**src/design/timer_b_map.svh**
```systemverilog
// Register offsets, field positions and reset values of the 16-bit timer.
// Assumes byte-wide register access at the printed offsets.
`ifndef TIMER_B_MAP_SVH
`define TIMER_B_MAP_SVH

`define TB_OFF_CTRL_A 4'h0
`define TB_OFF_CTRL_B 4'h1
`define TB_OFF_EVENT_CTRL 4'h4
`define TB_OFF_INT_CTRL 4'h5
`define TB_OFF_INT_FLAGS 4'h6
`define TB_OFF_RUN_STATUS 4'h7
`define TB_OFF_DEBUG_CTRL 4'h8
`define TB_OFF_LATCH 4'h9
`define TB_OFF_COUNT_LO 4'hA
`define TB_OFF_COUNT_HI 4'hB
`define TB_OFF_COMPARE_LO 4'hC
`define TB_OFF_COMPARE_HI 4'hD

`define TB_BIT_ENABLE 0
`define TB_MODE_MSB 2
`define TB_MODE_LSB 0
`define TB_BIT_EDGE 4
`define TB_BIT_EVENT_EN 0
`define TB_BIT_INT_EN 0
`define TB_BIT_FLAG 0
`define TB_BIT_RUN 0
`define TB_BIT_HALT_CONTINUE 0

`define TB_COUNT_RST 16'h0000
`define TB_COMPARE_RST 16'h0000
`define TB_BYTE_RST 8'h00

`endif

```
**src/design/timer_b_pkg.sv**
```systemverilog
// Types shared by the timer design files.
// Assumes nothing beyond a SystemVerilog compiler.
package timer_b_pkg;

  typedef enum logic [2:0] {
    MODE_PERIODIC = 3'h0,
    MODE_TIMEOUT = 3'h1,
    MODE_EVENT_FLAG_BIT_EVENT = 3'h2,
    MODE_FREQ = 3'h3,
    MODE_PULSE_WIDTH = 3'h4,
    MODE_FREQ_PW = 3'h5,
    MODE_SINGLE_SHOT = 3'h6,
    MODE_PWM8 = 3'h7
  } timer_mode_e;

  typedef enum logic [1:0] {
    FPW_WAIT_FIRST = 2'h0,
    FPW_WAIT_OPP = 2'h1,
    FPW_WAIT_SECOND = 2'h3
  } fpw_state_e;

endpackage

```
**src/design/event_edge_sync.sv**
```systemverilog
// Three-stage synchroniser with edge pulses for the event input.
// Assumes the input comes from outside the core clock domain.
`timescale 1ns/100ps
module event_edge_sync (
  input wire logic core_clk,
  input wire logic rst_n,
  input wire logic async_in,
  output logic rise,
  output logic fall
);
  logic [2:0] sync_q;
  logic stable_q;
  logic rise_q;
  logic fall_q;
  wire agree = (sync_q[1] == sync_q[2]);
  wire change = agree && (sync_q[2] != stable_q);

  always_ff @(posedge core_clk or negedge rst_n) begin
    if (!rst_n) begin
      sync_q <= 3'h0;
      stable_q <= 1'h0;
      rise_q <= 1'h0;
      fall_q <= 1'h0;
    end else begin
      sync_q <= {sync_q[1:0], async_in};
      if (change) begin
        stable_q <= sync_q[2];
      end
      rise_q <= change && sync_q[2];
      fall_q <= change && !sync_q[2];
    end
  end

  assign rise = rise_q;
  assign fall = fall_q;
endmodule // event_edge_sync

```
**src/design/timer_b_instance.sv**
```systemverilog
// 16-bit timer with mode-dependent flag, byte latch and debug halt.
// Assumes byte register access from processor or debug interface on core_clk.
`timescale 1ns/100ps
`include "timer_b_map.svh"
module timer_b_instance (
  input wire logic core_clk,
  input wire logic arst_n,
  input wire logic [3:0] reg_addr,
  input wire logic reg_wr,
  input wire logic reg_rd,
  input wire logic [7:0] reg_wdata,
  output logic [7:0] reg_rdata,
  input wire logic event_in,
  input wire logic debug_break,
  output logic irq
);
  import timer_b_pkg::*;

  // Reset release
  logic [1:0] rst_sync_q;
  logic rst_n;
  always_ff @(posedge core_clk or negedge arst_n) begin
    if (!arst_n) begin
      rst_sync_q <= 2'h0;
    end else begin
      rst_sync_q <= {rst_sync_q[0], 1'h1};
    end
  end
  assign rst_n = rst_sync_q[1];

  logic enable_q;
  timer_mode_e mode_q;
  logic edge_q;
  logic event_en_q;
  logic int_en_q;
  logic flag_q;
  logic flag_d;
  logic halt_continue_q;
  logic [7:0] latch_q;
  logic [15:0] count_q;
  logic [15:0] compare_q;
  logic run_q;
  fpw_state_e fpw_q;
  logic [7:0] rdata_q;
  logic irq_q;

  // Event edges
  logic ev_rise;
  logic ev_fall;
  event_edge_sync u_event_sync (
    .core_clk(core_clk),
    .rst_n(rst_n),
    .async_in(event_in),
    .rise(ev_rise),
    .fall(ev_fall)
  );

  // Address decode
  wire wr_ctrl_a = reg_wr && (reg_addr == `TB_OFF_CTRL_A);
  wire wr_ctrl_b = reg_wr && (reg_addr == `TB_OFF_CTRL_B);
  wire wr_ev_ctrl = reg_wr && (reg_addr == `TB_OFF_EVENT_CTRL);
  wire wr_int_ctrl = reg_wr && (reg_addr == `TB_OFF_INT_CTRL);
  wire wr_flags = reg_wr && (reg_addr == `TB_OFF_INT_FLAGS);
  wire wr_debug = reg_wr && (reg_addr == `TB_OFF_DEBUG_CTRL);
  wire wr_latch = reg_wr && (reg_addr == `TB_OFF_LATCH);
  wire wr_count_lo = reg_wr && (reg_addr == `TB_OFF_COUNT_LO);
  wire wr_count_hi = reg_wr && (reg_addr == `TB_OFF_COUNT_HI);
  wire wr_cmp_lo = reg_wr && (reg_addr == `TB_OFF_COMPARE_LO);
  wire wr_cmp_hi = reg_wr && (reg_addr == `TB_OFF_COMPARE_HI);
  wire rd_count_lo = reg_rd && (reg_addr == `TB_OFF_COUNT_LO);
  wire rd_cmp_lo = reg_rd && (reg_addr == `TB_OFF_COMPARE_LO);

  wire pwm_mode = (mode_q == MODE_PWM8);
  wire capture_mode = (mode_q == MODE_EVENT_FLAG_BIT_EVENT) || (mode_q == MODE_FREQ) ||
                      (mode_q == MODE_PULSE_WIDTH) || (mode_q == MODE_FREQ_PW);

  // Debug halt gating
  wire halted = debug_break && !halt_continue_q;
  wire active = enable_q && !halted;
  wire ev_ok = active && event_en_q;
  wire sel_edge = ev_ok && (edge_q ? ev_fall : ev_rise);
  wire opp_edge = ev_ok && (edge_q ? ev_rise : ev_fall);
  wire ss_start = ev_ok && (edge_q ? (ev_rise || ev_fall) : ev_rise);
  wire tick = active && run_q;
  wire top_hit = (count_q == compare_q);
  wire pwm_hit = (count_q[7:0] == compare_q[7:0]);
  wire pwm_wrap = (count_q[7:0] == compare_q[15:8]);

  // Mode behaviour
  logic [15:0] count_n;
  logic capture;
  logic flag_set;
  logic run_n;
  fpw_state_e fpw_n;
  always_comb begin
    count_n = tick ? count_q + 16'h0001 : count_q;
    capture = 1'h0;
    flag_set = 1'h0;
    run_n = run_q;
    fpw_n = fpw_q;
    unique case (mode_q)
      MODE_PERIODIC: begin
        run_n = enable_q;
        if (tick && top_hit) begin
          count_n = 16'h0000;
          flag_set = 1'h1;
        end
      end
      MODE_TIMEOUT: begin
        if (tick && top_hit) begin
          count_n = count_q;
          run_n = 1'h0;
          flag_set = 1'h1;
        end
        if (sel_edge) begin
          count_n = 16'h0000;
          run_n = 1'h1;
        end else if (opp_edge) begin
          run_n = 1'h0;
        end
      end
      MODE_EVENT_FLAG_BIT_EVENT: begin
        run_n = enable_q;
        if (sel_edge) begin
          capture = 1'h1;
          flag_set = 1'h1;
        end
      end
      MODE_FREQ: begin
        run_n = enable_q;
        if (sel_edge) begin
          capture = 1'h1;
          count_n = 16'h0000;
          flag_set = 1'h1;
        end
      end
      MODE_PULSE_WIDTH: begin
        run_n = enable_q;
        if (sel_edge) begin
          count_n = 16'h0000;
        end
        if (opp_edge) begin
          capture = 1'h1;
          flag_set = 1'h1;
        end
      end
      MODE_FREQ_PW: begin
        unique case (fpw_q)
          FPW_WAIT_FIRST: begin
            if (sel_edge) begin
              count_n = 16'h0000;
              run_n = 1'h1;
              fpw_n = FPW_WAIT_OPP;
            end
          end
          FPW_WAIT_OPP: begin
            if (opp_edge) begin
              capture = 1'h1;
              fpw_n = FPW_WAIT_SECOND;
            end
          end
          FPW_WAIT_SECOND: begin
            if (sel_edge) begin
              count_n = count_q;
              run_n = 1'h0;
              flag_set = 1'h1;
              fpw_n = FPW_WAIT_FIRST;
            end
          end
          default: begin
            fpw_n = FPW_WAIT_FIRST;
          end
        endcase
      end
      MODE_SINGLE_SHOT: begin
        if (tick && top_hit) begin
          count_n = count_q;
          run_n = 1'h0;
          flag_set = 1'h1;
        end else if (ss_start && !run_q) begin
          count_n = 16'h0000;
          run_n = 1'h1;
        end
      end
      MODE_PWM8: begin
        run_n = enable_q;
        if (tick) begin
          count_n = pwm_wrap ? 16'h0000 : {8'h00, count_q[7:0] + 8'h01};
          flag_set = pwm_hit;
        end
      end
    endcase
    if (!enable_q) begin
      run_n = 1'h0;
    end
    if (mode_q != MODE_FREQ_PW) begin
      fpw_n = FPW_WAIT_FIRST;
    end
  end

  // Flag: set beats clear
  wire read_clear = rd_cmp_lo && capture_mode;
  wire w1c_clear = wr_flags && reg_wdata[`TB_BIT_FLAG];
  assign flag_d = flag_set || (flag_q && !(w1c_clear || read_clear));

  // Byte latch next value
  wire [7:0] latch_n = wr_latch ? reg_wdata :
                       wr_count_hi ? reg_wdata :
                       (wr_cmp_hi && !pwm_mode) ? reg_wdata :
                       rd_count_lo ? count_q[15:8] :
                       (rd_cmp_lo && !pwm_mode) ? compare_q[15:8] : latch_q;

  // Counter and compare next values
  wire [15:0] count_d = wr_count_lo ? {latch_q, reg_wdata} : count_n;
  wire [15:0] compare_d = wr_cmp_lo ? (pwm_mode ? {compare_q[15:8], reg_wdata} : {latch_q, reg_wdata}) :
                          (wr_cmp_hi && pwm_mode) ? {reg_wdata, compare_q[7:0]} :
                          capture ? count_q : compare_q;

  // Read mux
  wire [7:0] rd_mux =
    (reg_addr == `TB_OFF_CTRL_A) ? {7'h00, enable_q} :
    (reg_addr == `TB_OFF_CTRL_B) ? {5'h00, mode_q} :
    (reg_addr == `TB_OFF_EVENT_CTRL) ? {3'h0, edge_q, 3'h0, event_en_q} :
    (reg_addr == `TB_OFF_INT_CTRL) ? {7'h00, int_en_q} :
    (reg_addr == `TB_OFF_INT_FLAGS) ? {7'h00, flag_q} :
    (reg_addr == `TB_OFF_RUN_STATUS) ? {7'h00, run_q} :
    (reg_addr == `TB_OFF_DEBUG_CTRL) ? {7'h00, halt_continue_q} :
    (reg_addr == `TB_OFF_LATCH) ? latch_q :
    (reg_addr == `TB_OFF_COUNT_LO) ? count_q[7:0] :
    (reg_addr == `TB_OFF_COUNT_HI) ? latch_q :
    (reg_addr == `TB_OFF_COMPARE_LO) ? compare_q[7:0] :
    (reg_addr == `TB_OFF_COMPARE_HI) ? (pwm_mode ? compare_q[15:8] : latch_q) : 8'h00;

  // Control registers
  always_ff @(posedge core_clk or negedge rst_n) begin
    if (!rst_n) begin
      enable_q <= 1'h0;
      mode_q <= MODE_PERIODIC;
      edge_q <= 1'h0;
      event_en_q <= 1'h0;
      int_en_q <= 1'h0;
      halt_continue_q <= 1'h0;
    end else begin
      if (wr_ctrl_a) enable_q <= reg_wdata[`TB_BIT_ENABLE];
      if (wr_ctrl_b) mode_q <= timer_mode_e'(reg_wdata[`TB_MODE_MSB:`TB_MODE_LSB]);
      if (wr_ev_ctrl) edge_q <= reg_wdata[`TB_BIT_EDGE];
      if (wr_ev_ctrl) event_en_q <= reg_wdata[`TB_BIT_EVENT_EN];
      if (wr_int_ctrl) int_en_q <= reg_wdata[`TB_BIT_INT_EN];
      if (wr_debug) halt_continue_q <= reg_wdata[`TB_BIT_HALT_CONTINUE];
    end
  end

  // Timer state
  always_ff @(posedge core_clk or negedge rst_n) begin
    if (!rst_n) begin
      count_q <= `TB_COUNT_RST;
      compare_q <= `TB_COMPARE_RST;
      latch_q <= `TB_BYTE_RST;
      flag_q <= 1'h0;
      run_q <= 1'h0;
      fpw_q <= FPW_WAIT_FIRST;
    end else begin
      count_q <= count_d;
      compare_q <= compare_d;
      latch_q <= latch_n;
      flag_q <= flag_d;
      run_q <= run_n;
      fpw_q <= fpw_n;
    end
  end

  // Output registers
  always_ff @(posedge core_clk or negedge rst_n) begin
    if (!rst_n) begin
      rdata_q <= 8'h00;
      irq_q <= 1'h0;
    end else begin
      if (reg_rd) rdata_q <= rd_mux;
      irq_q <= flag_d && (wr_int_ctrl ? reg_wdata[`TB_BIT_INT_EN] : int_en_q);
    end
  end

  assign reg_rdata = rdata_q;
  assign irq = irq_q;
endmodule // timer_b_instance

```
**config.mk**
```make
export PLATFORM = sky130hd
export DESIGN_NAME = timer_b_instance
export DESIGN_NICKNAME = d
export VERILOG_FILES = /design/src/design/timer_b_pkg.sv /design/src/design/event_edge_sync.sv /design/src/design/timer_b_instance.sv
export VERILOG_INCLUDE_DIRS = /design/src /design/src/design
export SDC_FILE = /design/constraint.sdc
export NUM_CORES = 1
export LEC_CHECK = 0
export ABC_AREA = 1
export BUFFER_PORTS_ARGS = -buffer_cell sky130_fd_sc_hd__buf_4
export CELL_PAD_IN_SITES_DETAIL_PLACEMENT = 0
export CELL_PAD_IN_SITES_GLOBAL_PLACEMENT = 2
export CORE_UTILIZATION = 35
export CTS_CLUSTER_DIAMETER = 40
export DETAILED_ROUTE_END_ITERATION = 8
export PLACE_DENSITY_LB_ADDON = 0.1
export RECOVER_POWER = 100
export SYNTH_ARGS = -nofsm -noshare
export SYNTH_HDL_FRONTEND = slang
export SYNTH_SLANG_ARGS = --single-unit
```
**constraint.sdc**
```tcl
create_clock -name core_clk -period 2.5 [get_ports core_clk]
set_input_delay 0.25 -clock core_clk [delete_from_list [all_inputs] [get_ports core_clk]]
set_output_delay 0.25 -clock core_clk [all_outputs]
set_load 0.05 [all_outputs]
```
==> impl_metrics.py <==
metrics = {
    "routing": {
        "detail_route.iter0.violations": 549,
        "drt_wl_total_um": 18700,
        "drc_errors": 0,
        "vias": 5143,
        "wl_per_cell_um": 19.6,
        "ant_nets": 0,
        "firstDrtPassIters": 5,
        "via_per_inst": 5.37,
    },
    "synth": {
        "syn_nets": 757,
        "postSynthAreaPerCell_um2": 6.69,
        "ys_types": 46,
        "synth_commonest_cells": "nand2_1, inv_1, o21ai_0",
        "yosysSeqAreaShare_pct": 35.0,
        "synth_top_area_cell": "dfrtp_1",
        "postSynthCellCount": 738,
        "ys_seq_elements": 69,
        "synth_edf_count": 0,
        "synth-async-reset-ratio_pct": 100,
        "synthDominantCellAreaShare_pct": 35.0,
        "synth_flop_cell": "dfrtp_1",
        "synth_area_um2": 4940,
        "ys.warnings.count": 0,
        "synth_area_leaders": "dfrtp_1, nand2_1, o21ai_0",
        "yosysMostFrequentCell": "nand2_1",
    },
    "timing": {
        "max_freq_mhz": 410,
        "rsz0062_at_grt": "no",
        "max_slew.worst_pin.slew_ns": 1.86,
        "setup-violations-final": 0,
        "period_share_pct": 97.5,
        "relSlewSlack_pct": -24.3,
        "finalClockSkew_ns": 0.00611,
        "drv_slew": 68,
        "timing.setup.tns_ns": 0,
        "period_minus_slack_ns": 2.44,
        "hold_viol": 0,
    },
    "cells_and_area": {
        "final_area_um2": 5660,
        "areaGrowthSynthToFinish_pct": 14.6,
        "nFillCells": 1490,
        "drive_above_1_share_pct": 11.7,
        "fin_cells": 957,
        "nets": 791,
        "seq_area_um2": 1730,
        "antenna-diode-count": 0,
        "multiInputGateArea_um2": 2700,
    },
    "grt": {
        "grt_pass1_wl_um": 29100,
        "antenna_found_initial": 0,
        "grtUsageTotal_pct": 27.3,
        "grt_overflow": 0,
        "first_global_vias": 4942,
        "grt_max_degree": 68,
    },
    "setup_path": {
        "worstPathArrival_ns": 2.65,
        "crit_path_start_kind": "flop",
        "crit_type": "flop to flop",
        "crit_path_end_kind": "flop",
        "crit_fanout": 8,
        "crit_required_ns": 2.71,
    },
    "power_and_ir_drop": {
        "p_per_area_nw_per_um2": 820,
        "ir_drop_v": 0.000360,
        "p_leak_nw": 2.79,
    },
    "cts": {
        "cts_setup_buffers": 0,
        "htreeDepth": 3,
        "clkSinkCount": 69,
        "cts_tree": "built",
        "cts.clk_slew.worst_paths_ns": 0.06,
        "root_buffer": "clkbuf_16",
        "insertion_delay_ns": 0.35,
        "cts_made_buffers": 9,
        "clk_path_buf_depth": 2,
    },
    "floorplan": {
        "die_height_um": 121,
        "ioPinCount": 27,
        "die_w_um": 121,
        "start_util_pct": 35.7,
        "coreArea_um2": 13800,
        "die-area_um2": 14600,
        "row_count": 43,
    },
    "outcome": {
        "outcome": "finished with violations",
        "violations": "capacitance limit, slew limit",
    },
    "placed_design": {
        "dpl_cell_area_um2": 5410,
        "place_inst": 940,
        "dp_hpwl_um": 13800,
        "place_congestion": 0.865,
        "portBuffers": 26,
    },
    "run": {
        "drv_cap": 1,
    },
    "min_path": {
        "hp-class": "primary input to flop",
    },
}
==> per-stage QoR <==
| stage | utilization (%) | setup WS (ns) | power [mW] | hold slack, ns |
|---|---|---|---|---|
| after global placement | 39.1 | 0.199 | 3.22 | 0.0318 |
| after floorplan | - | 0.436 | 2.65 | -0.0456 |
| after CTS | 41.6 | 0.146 | 4.67 | 0.00342 |
| after detailed placement | 39.1 | 0.165 | 3.22 | 0.0334 |
| after global routing | 40.9 | 0.00179 | 4.92 | 0.0307 |
| final | 40.9 | 0.0616 | 4.64 | 0.0321 |
==> metal layers <==
metal,up-vias,global-route usage (%),part of all wire (%)
li1,2480,-,-
met2,208,40.7,43
met5,-,0,0
met3,31,5.38,7.3
met4,0,10.8,2.7
met1,2424,38.5,47
==> cell type report <==
cell class | count | share of cell area [%]
multi-input combinational | 546 | 47.7
sequential | 69 | 30.5
inverter | 94 | 6.28
timing repair buffer | 52 | 5.81
clock buffer | 10 | 4.22
tap | 180 | 3.98
clock inverter | 6 | 1.53
==> power by group <==
| group | switching (mW) | leakage [nW] | internal [mW] | total, mW |
|---|---|---|---|---|
| sequential | 0.322 | 0.892 | 1.35 | 1.68 |
| clock | 0.542 | 0.158 | 0.899 | 1.44 |
| combinational | 1.02 | 1.74 | 0.509 | 1.52 |
==> what timing repair did <==
item | 4_1_cts | 5_1_grt
resized for setup | 0 | 2
hold buffers | 1 | 0
endpoints found under the hold margin | 2 | 0
endpoints found under the setup margin | 0 | 10
==> critical path, cell delays in order, from the launching register on <==
cell	delay (ns)
dfrtp_1	0.52
nand3_1	0.19
inv_1	0.26
o21ai_2	0.15
o21ai_2	0.39
nand3_1	0.26
clkbuf_2	0.25
o211ai_1	0.15
o21ai_0	0.13
==> logic make-up after synthesis <==
| kind of cell | count (synthesis) | share of synthesized area [%] |
|---|---|---|
| other | 1 | 0.0760 |
| multiplexers | 1 | 0.203 |
| XOR/XNOR | 21 | 3.73 |
| AND/OR/NAND/NOR | 364 | 32.1 |
| AO/OA/AOI/OAI | 158 | 18.4 |
| adder cells (fa/ha/maj) | 1 | 0.253 |
| flip-flops | 69 | 35.0 |
| buffers and inverters | 123 | 10.2 |
==> sequential cells by signal, indices dropped and copies added (netlist names), 2 cells and up <==
name and cells:
rst_sync_q 2, fpw_q 2, count_q 16, reg_rdata 8, compare_q 16, u_event_sync.sync_q 3, latch_q 8, mode_q 3
==> layout by cell type, fill, tap and decap left out, drive strengths merged, types with 2 or more instances in the layout <==
master,n
a211oi,2
clkbuf,30
nand3,52
or2,2
nor2,53
o21a,3
nand2,229
nor3,14
o31ai,6
xnor2,5
buf,31
a21oi,28
o22ai,7
clkinv,3
o21ai,87
nand4,11
o211ai,19
inv,94
xor2,16
bufinv,2
dfrtp,69
==> final timing paths <==
| kind | startpoint | endpoint | slack, ns | cells past startpoint |
|---|---|---|---|---|
| setup reg to reg | mode_q[1] | latch_q[1] | 0.06 | 8 |
| setup / recovery | mode_q[1] | latch_q[1] | 0.06 | 8 |
| hold / removal | event_in | u_event_sync.sync_q[0] | 0.03 | 1 |
| max in group asynchronous | rst_sync_q[1] | reg_rdata[0] | 0.53 | 1 |
| hold reg to reg | u_event_sync.sync_q[0] | u_event_sync.sync_q[1] | 0.35 | 0 |
| min in group asynchronous | arst_n | rst_sync_q[0] | 0.21 | 2 |
(Power assumes the default switching activity.)
